$ cat src/shared/trh_cfg.svh
/*
 * header length, codes and reset values for the tunnel header
 * framer. assumes nothing beyond a tool that honours include guards.
 */
`ifndef TRH_CFG_SVH
`define TRH_CFG_SVH

`define TRH_HDR_BYTES     12
`define TRH_RTP_VERSION   2'h2
`define TRH_CSRC_COUNT    4'h0
`define TRH_PROTO_VERSION 2'h1
`define TRH_PT_SOURCE     7'h51
`define TRH_PT_LINK       7'h52
`define TRH_PT_XMIT_LINK  7'h61
`define TRH_SEQ_RESET     16'h0000
`define TRH_FIFO_DEPTH    16
`define TRH_FIFO_AW       4

`endif

$ cat src/shared/trh_pkg.sv
/*
 * types shared by both ends of the tunnel header link.
 * assumes trh_cfg.svh is on the include path.
 */
package trh_pkg;
  `include "trh_cfg.svh"

  typedef enum logic [6:0] {
    TRH_PT_SRC  = `TRH_PT_SOURCE,
    TRH_PT_LNK  = `TRH_PT_LINK,
    TRH_PT_XMIT = `TRH_PT_XMIT_LINK
  } trh_pt_t;

  // one header, 96 bits, field order as on the wire (msb first)
  typedef struct packed {
    logic [1:0]  version;
    logic        padding;
    logic        extension;
    logic [3:0]  csrc_count;
    logic        start_present;
    logic [6:0]  payload_type;
    logic [15:0] seq_num;
    logic [31:0] time_word;
    logic [1:0]  proto_version;
    logic [13:0] type_bits;
    logic [15:0] start_offset;
  } trh_hdr_t;

  typedef enum logic [1:0] {
    TRH_IDLE = 2'b00,
    TRH_SEND = 2'b01,
    TRH_DONE = 2'b11
  } trh_state_t;
endpackage

$ cat src/shared/trh_link_if.sv
/*
 * byte stream carrying packed tunnel headers from the encapsulator end to
 * the decapsulator end. assumes both ends share clk_sys.
 */
`timescale 1ns/1ps
interface trh_link_if;
  logic       valid;
  logic       ready;
  logic [7:0] data;
  logic       last;

  modport enc (output valid, output data, output last, input ready);
  modport dec (input valid, input data, input last, output ready);
endinterface

$ cat src/hw/trh_fifo.sv
/*
 * generic valid/ready fifo, width and depth as parameters.
 * assumes a single clock and a synchronous active-high reset.
 */
`timescale 1ns/1ps
module trh_fifo #(
  parameter int WIDTH = 9,
  parameter int DEPTH = 16,
  parameter int AW    = 4
) (
  input  wire logic             clk_sys,
  input  wire logic             sys_rst,
  input  wire logic             in_valid,
  output logic                  in_ready,
  input  wire logic [WIDTH-1:0] in_data,
  output logic                  out_valid,
  input  wire logic             out_ready,
  output logic      [WIDTH-1:0] out_data
);
  logic [WIDTH-1:0] mem_q [DEPTH];
  logic [AW:0]      wr_q;
  logic [AW:0]      rd_q;
  wire              push  = in_valid && in_ready;
  wire              pop   = out_valid && out_ready;
  wire              full  = (wr_q[AW] != rd_q[AW]) &&
                            (wr_q[AW-1:0] == rd_q[AW-1:0]);
  wire              empty = (wr_q == rd_q);

  assign in_ready  = !full;
  assign out_valid = !empty;
  assign out_data  = mem_q[rd_q[AW-1:0]];

  always_ff @(posedge clk_sys) begin
    if (push) begin
      mem_q[wr_q[AW-1:0]] <= in_data;
    end
  end

  always_ff @(posedge clk_sys) begin
    if (sys_rst) begin
      wr_q <= '0;
      rd_q <= '0;
    end else begin
      if (push) begin
        wr_q <= wr_q + 1'b1;
      end
      if (pop) begin
        rd_q <= rd_q + 1'b1;
      end
    end
  end
endmodule

$ cat src/hw/trh_encap.sv
/*
 * encapsulator end: builds one 12-byte tunnel header per request and
 * streams it msb-first through a 16-entry fifo onto the link.
 * assumes the user holds its request fields stable while req is high,
 * and that the far end drains the link about one byte a clock.
 */
// How it works
// - version field always binary 10
// - contributor count field always zero
// - padding bit passed through from user
// - extension bit constant per stream
// - start flag set when inner start present
// - payload type selects tunnel variant
// - sequence counter increments by one, wraps
// - sequence counter may start from seed
// - types 81/82 carry earliest time, else zero
// - time word is seconds then fraction
// - type 97 time is delivery deadline
// - header version field driven to 01
// - type 97 carries redundancy count
// - type 97 carries channel count less one
// - offset counts bytes after header
// - consumer follows inner length fields
// - only data packets, no control stream
// - no start means flag and offset zero
`timescale 1ns/1ps
module trh_encap
  import trh_pkg::*;
(
  input  wire logic        clk_sys,
  input  wire logic        sys_rst,
  input  wire logic        req,
  output logic             busy,
  input  wire logic        padding,
  input  wire logic        extension,
  input  wire logic        start_present,
  input  wire logic [15:0] start_offset,
  input  wire logic [6:0]  payload_type,
  input  wire logic        has_info,
  input  wire logic [15:0] time_seconds,
  input  wire logic [15:0] time_fraction,
  input  wire logic [31:0] deadline,
  input  wire logic [1:0]  redundancy,
  input  wire logic [1:0]  channel_count_less_one,
  input  wire logic        seed_load,
  input  wire logic [15:0] seed_value,
  output logic [15:0]      seq_now,
  trh_link_if.enc          link
);
  trh_state_t  state_q;
  trh_state_t  state_d;
  logic [95:0] sh_q;
  logic [3:0]  cnt_q;
  logic [15:0] seq_q;
  logic        ext_q;
  logic        ext_locked_q;
  trh_hdr_t    hdr;
  logic        f_ready;
  logic [31:0] time_sel;
  logic [13:0] type_sel;
  logic [15:0] offset_sel;
  logic [8:0]  lane;

  // =====================================================================
  // request and type decode
  // unknown types fall through both tests and get zero time and type fields
  wire is_src_lnk = (payload_type == `TRH_PT_SOURCE) ||
                    (payload_type == `TRH_PT_LINK);
  wire is_xmit    = (payload_type == `TRH_PT_XMIT_LINK);
  wire sending    = (state_q == TRH_SEND);
  wire push       = sending && f_ready;
  wire take       = (state_q == TRH_IDLE) && req;
  wire last_byte  = (cnt_q == 4'(`TRH_HDR_BYTES - 1));
  wire finished   = push && last_byte;
  // a seed is refused mid-header so one header never mixes two counts
  wire seed_take  = seed_load && !busy;
  wire seq_step   = (state_q == TRH_DONE);
  wire ext_now    = ext_locked_q ? ext_q : extension;

  // =====================================================================
  // field selection
  // a time word with no source behind it reads zero, never stale data
  assign time_sel   = (is_src_lnk && has_info) ?
                      {time_seconds, time_fraction} :
                      (is_xmit ? deadline : 32'h0);
  assign type_sel   = is_xmit ?
                      {redundancy, channel_count_less_one, 10'h000} :
                      14'h0;
  assign offset_sel = start_present ? start_offset
                                    : 16'h0000;
  assign lane       = {last_byte, sh_q[95:88]};

  // =====================================================================
  // header assembly
  // reserved bits start at zero; known fields are laid over them
  always_comb begin
    hdr               = '0;
    hdr.version       = `TRH_RTP_VERSION;
    hdr.padding       = padding;
    hdr.extension     = ext_now;
    hdr.csrc_count    = `TRH_CSRC_COUNT;
    hdr.start_present = start_present;
    hdr.payload_type  = payload_type;
    hdr.seq_num       = seq_q;
    hdr.time_word     = time_sel;
    hdr.proto_version = `TRH_PROTO_VERSION;
    hdr.type_bits     = type_sel;
    hdr.start_offset  = offset_sel;
  end

  // =====================================================================
  // sequencing
  // the spare DONE cycle lets the counter step before the next take
  always_comb begin
    state_d = state_q;
    unique case (state_q)
      TRH_IDLE: begin
        if (req) begin
          state_d = TRH_SEND;
        end
      end
      TRH_SEND: begin
        if (finished) begin
          state_d = TRH_DONE;
        end
      end
      TRH_DONE: begin
        state_d = TRH_IDLE;
      end
      default: begin
        state_d = TRH_IDLE;
      end
    endcase
  end

  assign busy    = (state_q != TRH_IDLE);
  assign seq_now = seq_q;

  always_ff @(posedge clk_sys) begin
    if (sys_rst) begin
      state_q <= TRH_IDLE;
    end else begin
      state_q <= state_d;
    end
  end

  // =====================================================================
  // header shifter; the header is frozen at take, so the user fields
  // need only be valid on that one edge
  always_ff @(posedge clk_sys) begin
    if (sys_rst) begin
      sh_q  <= '0;
      cnt_q <= 4'h0;
    end else if (take) begin
      sh_q  <= hdr;
      cnt_q <= 4'h0;
    end else if (push) begin
      sh_q  <= {sh_q[87:0], 8'h00};
      cnt_q <= cnt_q + 4'h1;
    end
  end

  // =====================================================================
  // sequence counter
  // only data headers are ever emitted, never control packets, so one
  // step per header keeps the stream free of gaps
  always_ff @(posedge clk_sys) begin
    if (sys_rst) begin
      seq_q <= `TRH_SEQ_RESET;
    end else if (seed_take) begin
      seq_q <= seed_value;
    end else if (seq_step) begin
      seq_q <= seq_q + 16'h0001;
    end
  end

  // =====================================================================
  // extension lock: the first header after reset fixes the bit, so every
  // header in the stream keeps the same length
  always_ff @(posedge clk_sys) begin
    if (sys_rst) begin
      ext_q        <= 1'h0;
      ext_locked_q <= 1'h0;
    end else if (take) begin
      ext_q        <= ext_now;
      ext_locked_q <= 1'h1;
    end
  end

  // =====================================================================
  // output buffering; a stalled consumer backs up into busy
  // sixteen entries hold a whole header, so a ready consumer never stalls
  trh_fifo #(
    .WIDTH (9),
    .DEPTH (`TRH_FIFO_DEPTH),
    .AW    (`TRH_FIFO_AW)
  ) u_fifo (
    .clk_sys   (clk_sys),
    .sys_rst   (sys_rst),
    .in_valid  (sending),
    .in_ready  (f_ready),
    .in_data   (lane),
    .out_valid (link.valid),
    .out_ready (link.ready),
    .out_data  ({link.last, link.data})
  );
endmodule

$ cat src/flat_wrapper.sv
// flat-port wrapper written by rule: the top's interface ports become plain ports
module trh_encap_flat import trh_pkg::*;
  (clk_sys, sys_rst, req, busy, padding, extension, start_present, start_offset, payload_type, has_info, time_seconds, time_fraction, deadline, redundancy, channel_count_less_one, seed_load, seed_value, seq_now, link_valid, link_data, link_last, link_ready);
  trh_link_if link_i ();
  input  wire logic clk_sys;
  input  wire logic sys_rst;
  input  wire logic req;
  output logic busy;
  input  wire logic padding;
  input  wire logic extension;
  input  wire logic start_present;
  input  wire logic [15:0] start_offset;
  input  wire logic [6:0] payload_type;
  input  wire logic has_info;
  input  wire logic [15:0] time_seconds;
  input  wire logic [15:0] time_fraction;
  input  wire logic [31:0] deadline;
  input  wire logic [1:0] redundancy;
  input  wire logic [1:0] channel_count_less_one;
  input  wire logic seed_load;
  input  wire logic [15:0] seed_value;
  output logic [15:0] seq_now;
  output wire logic [$bits(link_i.valid)-1:0] link_valid;
  output wire logic [$bits(link_i.data)-1:0] link_data;
  output wire logic [$bits(link_i.last)-1:0] link_last;
  input wire logic [$bits(link_i.ready)-1:0] link_ready;
  assign link_valid = link_i.valid;
  assign link_data = link_i.data;
  assign link_last = link_i.last;
  assign link_i.ready = link_ready;
  trh_encap u_core (.clk_sys(clk_sys), .sys_rst(sys_rst), .req(req), .busy(busy), .padding(padding), .extension(extension), .start_present(start_present), .start_offset(start_offset), .payload_type(payload_type), .has_info(has_info), .time_seconds(time_seconds), .time_fraction(time_fraction), .deadline(deadline), .redundancy(redundancy), .channel_count_less_one(channel_count_less_one), .seed_load(seed_load), .seed_value(seed_value), .seq_now(seq_now), .link(link_i));
endmodule
$ cat config.mk
export PLATFORM = sky130hd
export DESIGN_NAME = trh_encap_flat
export DESIGN_NICKNAME = d
export VERILOG_FILES = /design/src/shared/trh_pkg.sv /design/src/shared/trh_link_if.sv /design/src/hw/trh_fifo.sv /design/src/hw/trh_encap.sv /design/src/flat_wrapper.sv
export VERILOG_INCLUDE_DIRS = /design/src /design/src/shared
export SDC_FILE = /design/constraint.sdc
export NUM_CORES = 1
export LEC_CHECK = 0
export ABC_AREA = 1
export BUFFER_PORTS_ARGS = -buffer_cell sky130_fd_sc_hd__clkbuf_2
export CAP_MARGIN = 20
export CELL_PAD_IN_SITES_DETAIL_PLACEMENT = 1
export CELL_PAD_IN_SITES_GLOBAL_PLACEMENT = 1
export CORE_MARGIN = 10
export CORE_UTILIZATION = 48
export DETAILED_ROUTE_END_ITERATION = 6
export GPL_ROUTABILITY_DRIVEN = 0
export GPL_TIMING_DRIVEN = 0
export PLACE_DENSITY = 0.95
export REMOVE_ABC_BUFFERS = 1
export SYNTH_ARGS = -nofsm -noshare
export SYNTH_HDL_FRONTEND = slang
export SYNTH_SLANG_ARGS = --single-unit
$ cat constraint.sdc
create_clock -name clk_sys -period 3.6 [get_ports clk_sys]
set_input_delay 0.54 -clock clk_sys [delete_from_list [all_inputs] [get_ports clk_sys]]
set_output_delay 0.54 -clock clk_sys [all_outputs]
set_load 0.02 [all_outputs]
### Yosys cells after proc, flatten, opt, wreduce, memory -nomap -nowiden

Memories as Yosys holds them, arrays and structs flattened. A register that Yosys moved wholly into a read port is not among the register bits.
Index checks and enable logic that the tools add are counted.

| storage, ports and cells | value |
|---|---|
| register bits | 130 |
| bits in latches | 0 |
| bits in writable memories | 144 |
| memory bits (read-only) | 0 |
| output and inout bits | 27 |
| memories | 1 |

| operators by class | value |
|---|---|
| add/subtract/negate cells | 4 |
| multiply operators | 0 |
| divide/modulo/power cells | 0 |
| magnitude comparators | 0 |
| equal/unequal tests | 11 |
| shift-type cells | 0 |
| mux-type cells | 16 |
| bitwise gates (word level) | 0 |
| reductions and logical operators | 17 |

Memory list:

| memory | words | width | rd ports | clocked after Yosys merged registers in | write ports | line | text |
|---|---|---|---|---|---|---|---|
| u_core.u_fifo.mem_q | 16 | 9 | 1 | 1 | 1 | trh_fifo.sv:20 | `logic [WIDTH-1:0] mem_q [DEPTH];` |

Operators with widths:

| kind | count |
|---|---|
| $mux W96 | 2 |
| $mux W32 | 2 |
| $mux W16 | 3 |
| $eq A7 B7 Y1 const B | 3 |
| $add A16 B1 Y16 const B | 1 |
| $mux W14 | 1 |
| $add A5 B1 Y5 const B | 2 |
| $mux W4 | 2 |
| $logic_and A1 B1 Y1 | 7 |
| $reduce_bool A2 Y1 | 3 |
| $eq A5 B5 Y1 | 1 |
| $add A4 B1 Y4 const B | 1 |
| $eq A4 B4 Y1 | 1 |
| $eq A4 B4 Y1 const B | 1 |
| $mux W2 | 2 |
| $ne A2 B2 Y1 const B | 2 |
| $pmux W2 S2 | 1 |
| $logic_not A1 Y1 | 3 |
| $mux W1 | 3 |
| $eq A2 B1 Y1 const B | 1 |
| $eq A2 B2 Y1 const B | 1 |
| $logic_not A2 Y1 | 1 |
| $reduce_and A2 Y1 | 1 |
| $reduce_or A2 Y1 | 1 |
| 2 further kinds | 2 |

### Logic depth before layout (Yosys ltp)

| logic depth | value |
|---|---|
| depth after elaboration | 7 |
| depth in mapped cells | 13 |

### By module

Synthesis repeated with hierarchy kept, for this count alone.

| unflattened totals | value |
|---|---|
| cell total of the unflattened synthesis | 1,461 |
| area total of the unflattened synthesis | 12,504.5 µm² |

By module, submodules not included:

| module | times used | cells each | area an instance (µm²) | sequential area each (µm²) |
|---|---|---|---|---|
| trh_fifo | 1 | 584 | 6,643.9 | 4,604.4 |
| trh_encap | 1 | 877 | 5,860.6 | 2,402.3 |

### Worst setup path after synthesis

Ideal clock, no wire load.

| timing | value |
|---|---|
| path type | reg-to-reg |
| start point | register u_core.u_fifo.wr_q[2] |
| end point | memory u_core.u_fifo.mem_q[11][0], enable pin |
| setup time | 0.374 ns |
| arrival | 1.650 ns |
| data required time | 3.226 ns |
| path slack | 1.576 ns |
| cell stages (with the launch flop) | 12 |
| buffers on the path | 2 |
| cells stage by stage | dfxtp_1 buf_4 inv_2 nand2_1 nand2_1 nor2_4 nand3_4 nand2_4 inv_2 buf_2 nand2_1 nor2_1 |

| on the way | value |
|---|---|
| longest elaborated chain between the ends | 6 |

Ends and longest elaborated chain:

| item | line | text |
|---|---|---|
| from (decl) | trh_fifo.sv:21 | `logic [AW:0] wr_q;` |
| from (signal assigned) | trh_fifo.sv:45 | `wr_q <= wr_q + 1'b1;` |
| $eq A4 B4 Y1 | trh_fifo.sv:26 | `(wr_q[AW-1:0] == rd_q[AW-1:0]);` |
| $logic_and A1 B1 Y1 | trh_fifo.sv:25 | `wire full = (wr_q[AW] != rd_q[AW]) &&` |
| $logic_not A1 Y1 | trh_fifo.sv:29 | `assign in_ready = !full;` |
| $logic_and A1 B1 Y1 | trh_fifo.sv:23 | `wire push = in_valid && in_ready;` |
| $mux W1 | trh_fifo.sv:34 | `if (push) begin` |
| $mux W1 (implied by the code) | trh_fifo.sv:35 | `mem_q[wr_q[AW-1:0]] <= in_data;` |
| to (decl) | trh_fifo.sv:20 |  |

Several ways; a longest one is shown, not always the timed one.

### Worst setup path after layout

| timing | value |
|---|---|
| start point | register u_core.u_fifo.wr_q[2] |
| end point | memory u_core.u_fifo.mem_q[4][3], enable pin |

Same word-level chain as after synthesis.

==> metrics <==
status complete, no violations; Avg Inst Size Synth approximately 8.4 um^2; crit-path cells nand2_1 -> nand2_1 -> nor2_4 -> nand3_4 -> nand2_8 -> inv_4 -> nand2_1 -> nor2_2; Most Frequent Cell on Critical Path nand2_1; dpl cell area between 10000 and 15000 um^2; Worst path max stage delay around 0.6 ns; layout net count about 1700; hold crit path type in -> reg; full die area between 30000 and 40000 um^2; RSZ-0062 raised after global routing yes; CTS buffer count 28; row count 59; CTS clock-pin slew for the worst setup and hold paths about 0.07 ns; Cell Int Power approximately 5.7 mW; part of the cycle the worst path needs between 90% and 100%; initial core utilization 48.65%; Slew Limit Fails 0; worst slew pin tran ~0.95 ns; worst flop-to-flop path startpoint u_core.u_fifo.wr_q[2]; share of the synthesized area in the top cell type roughly a third; Fin Clk Skew 0.01984 ns; IO Pins between 100 and 150; Max Cap Viol 0; Netlist cell types 40; Combinational Power Share about 12%; total track usage roughly a quarter; min cycle time layout ~3.5 ns; Sequential Power Share roughly 46%; Cells after Synth 1511; PortBufs around 140; #FFs+latches synth roughly 280; multiplexer area fraction after synthesis 0%; First-pass DRT Iterations 5; crit path launch u_core.u_fifo.wr_q[2]; H-tree depth 1; Final Instance Area around 15000 um^2; dpl hpwl 26330 um; XOR/XNOR Fraction of Synth Area less than 1%; sw frac around a quarter; CP Class reg -> reg; setup ws final roughly 0.091 ns; Chip Height between 150 and 200 um; Yosys top cell by area edfxtp_1; initial antenna violation count 2; # setup viols final 0; final std cells w/o fill between 1500 and 2000; area delta synth->final 15.53%; vias in the first global route 12009; worst slack at placement -0.6484 ns; CTS Sinks roughly 280; reg2reg setup slack roughly 0.09 ns; slowest library cell on the worst path nor2_2; leak pwr approximately 6 nW; Fin. Hold Viols 0; Worst slew margin a little over a third; CP Capture Type register; clock latency on the worst-skew pair between 0.5 and 0.6 ns; compound-gate portion of the synthesized area a little over a tenth; synth top area cells edfxtp_1 34%, dfxtp_1 21%, nand2_1 9.9%, nor2_1 7.2%, nand3_1 6.0%; CTS tree yes; share of cells above drive strength 1 about 15%; ys flop type edfxtp_1; startpoint types register; async set-reset flop share out of synthesis 0%; Adder-Cell Fraction of Synth Area 0.6908%; mapped cell area between 10000 and 15000 um^2; remaining global-route overflow 0; simple-gate area share of the yosys netlist 26.04%; CP Data Arrival Time 3.70 ns; post-synthesis sequential area ratio a little under three fifths; hold_sp start_offset[5]; EDFF count, synth 144; Psw around 2.1 mW; Critical Path RT around 3.8 ns; main combinational cell family by area after synthesis simple AND/OR/NAND/NOR gates; starting DRC count in detailed routing just under 800; VDD IR max between 0.0003 and 0.0004 V; routed via count roughly 11000; largest net degree at the start of global routing a little over 90; setup bufs post-CTS 0; final WL between 40000 and 50000 um; Remaining DRCs 0; WL/cell between 20 and 25 um; first-pass GRT wire length between 60000 and 70000 um; Die W 182.5 um; CTS root buf clkbuf_16; Placed Cells 1903; Synthesis Warnings 0; vias per cell 5.718; buffers from clock root to sink, at most 3; Crit Path Max Fanout 91; Max Freq between 200 and 300 MHz; Power Dens Cells approximately 530 nW/um^2; Clk pwr share around two fifths; core area between 20000 and 30000 um^2; DRT antenna net count 0
==> cells in the mapped netlist (3+ instances only) <==
library cell,count
buf_6,3
clkinv_1,3
inv_2,12
nand4_1,21
clkbuf_1,52
o211ai_1,5
o21ai_1,6
a22o_1,8
nand3b_1,8
nor3_1,7
nand3_1,152
buf_1,8
dfxtp_1,134
or2_2,5
edfxtp_1,144
o221ai_1,32
nor2_1,243
xor2_1,8
o22ai_1,8
inv_1,92
ha_1,7
buf_4,8
o21ai_0,105
nand2_1,336
a21oi_1,62
buf_2,19
or2_0,4
==> metrics by stage <==
| stage | total power [mW] | TNS [ns] | hold slack, ns | util [%] |
|---|---|---|---|---|
| after floorplan | 4.130 | -4.084 | 0.4136 | - |
| after global placement | 4.451 | -265.24 | 0.4337 | 51.34 |
| after detailed placement | 4.546 | -71.64 | 0.4482 | 51.87 |
| after CTS | 7.752 | 0 | 0.2014 | 56.04 |
| after global routing | 8.004 | -6.162 | 0.2219 | 56.19 |
| final | 7.743 | 0 | 0.2185 | 56.21 |
==> routing by layer <==
metal / track usage (%) / wire length [um]
met5: 0 / 0
met4: 6.866 / 953
met3: 4.708 / 2132
met2: 43.74 / 21500
met1: 26.28 / 15990
==> placed cells by master (no fill, tap or decap), types with 8 or more instances in the layout <==
master and n:
nand2_1 336, nor2_1 228, nand3_1 152, edfxtp_1 144
clkbuf_2 141, dfxtp_1 131, o21ai_0 105, inv_1 90
a21oi_1 62, o221ai_1 32, clkbuf_16 28, nand4_1 21
nor2_2 13, inv_2 12, xor2_1 8, nand3b_1 8
o22ai_1 8, a22o_1 8
==> sequential cells by signal, summed over array words and instances, names as in the netlist, named ones only <==
name and flops:
u_core.cnt_q 4, u_core.ext_locked_q 1, u_core.ext_q 1, u_core.seq_now 16, u_core.sh_q 96, u_core.state_q 2
u_core.u_fifo.mem_q 144, u_core.u_fifo.rd_q 5, u_core.u_fifo.wr_q 5
==> cells by family (layout without fill, tap and decap cells) <==
logic type | after synthesis | in the layout
xor gates and xnor gates | 10 | 10
DFF | 278 | 278
AOI/OAI and AO/OA | 234 | 234
and+or+nand+nor | 784 | 784
buffers and inverters | 198 | 310
other | 0 | 2
adders and majority gates | 7 | 7
==> worst max-delay path, delay by kind of cell (launching register included) <==
kind / cells / cell delay, ns
buf+inv: 1 / 0.47
flops: 1 / 0.52
simple gates: 7 / 2.14
==> power by group through the flow <==
stage / clock (mW) / sequential [mW] / combinational [mW]
after global routing: 3.38 / 3.57 / 1.06
after floorplan: 0 / 3.60 / 0.533
final: 3.24 / 3.55 / 0.954
after global placement: 0 / 3.63 / 0.819
after CTS: 3.25 / 3.55 / 0.948
after detailed placement: 0 / 3.62 / 0.928
==> area by class of cell <==
type                    count  area [um^2]
repair inverters            1        7.507
well taps                 335        419.2
diodes                      2        5.005
repair buffers            150        854.6
clock inverters            17        261.5
multi-input cells        1035         4907
inverters                 107        415.4
flip-flops and latches    278         7010
clock buffers              35        767.0
fillers                  3082        11410
==> repair_timing <==
item | 4_1_cts | 5_1_grt
gates cloned | 0 | 1
setup endpoints to repair | 144 | 84
hold buffers | 0 | 0
resized for setup | 20 | 5
==> final timing paths <==
check,to,cells past startpoint
worst max-delay path,u_core.u_fifo.mem_q[4][3],8
worst min-delay path,u_core.sh_q[5],3
worst max register to register,u_core.u_fifo.mem_q[4][3],8
worst min register to register,u_core.sh_q[31],2
(Power assumes the default switching activity.)
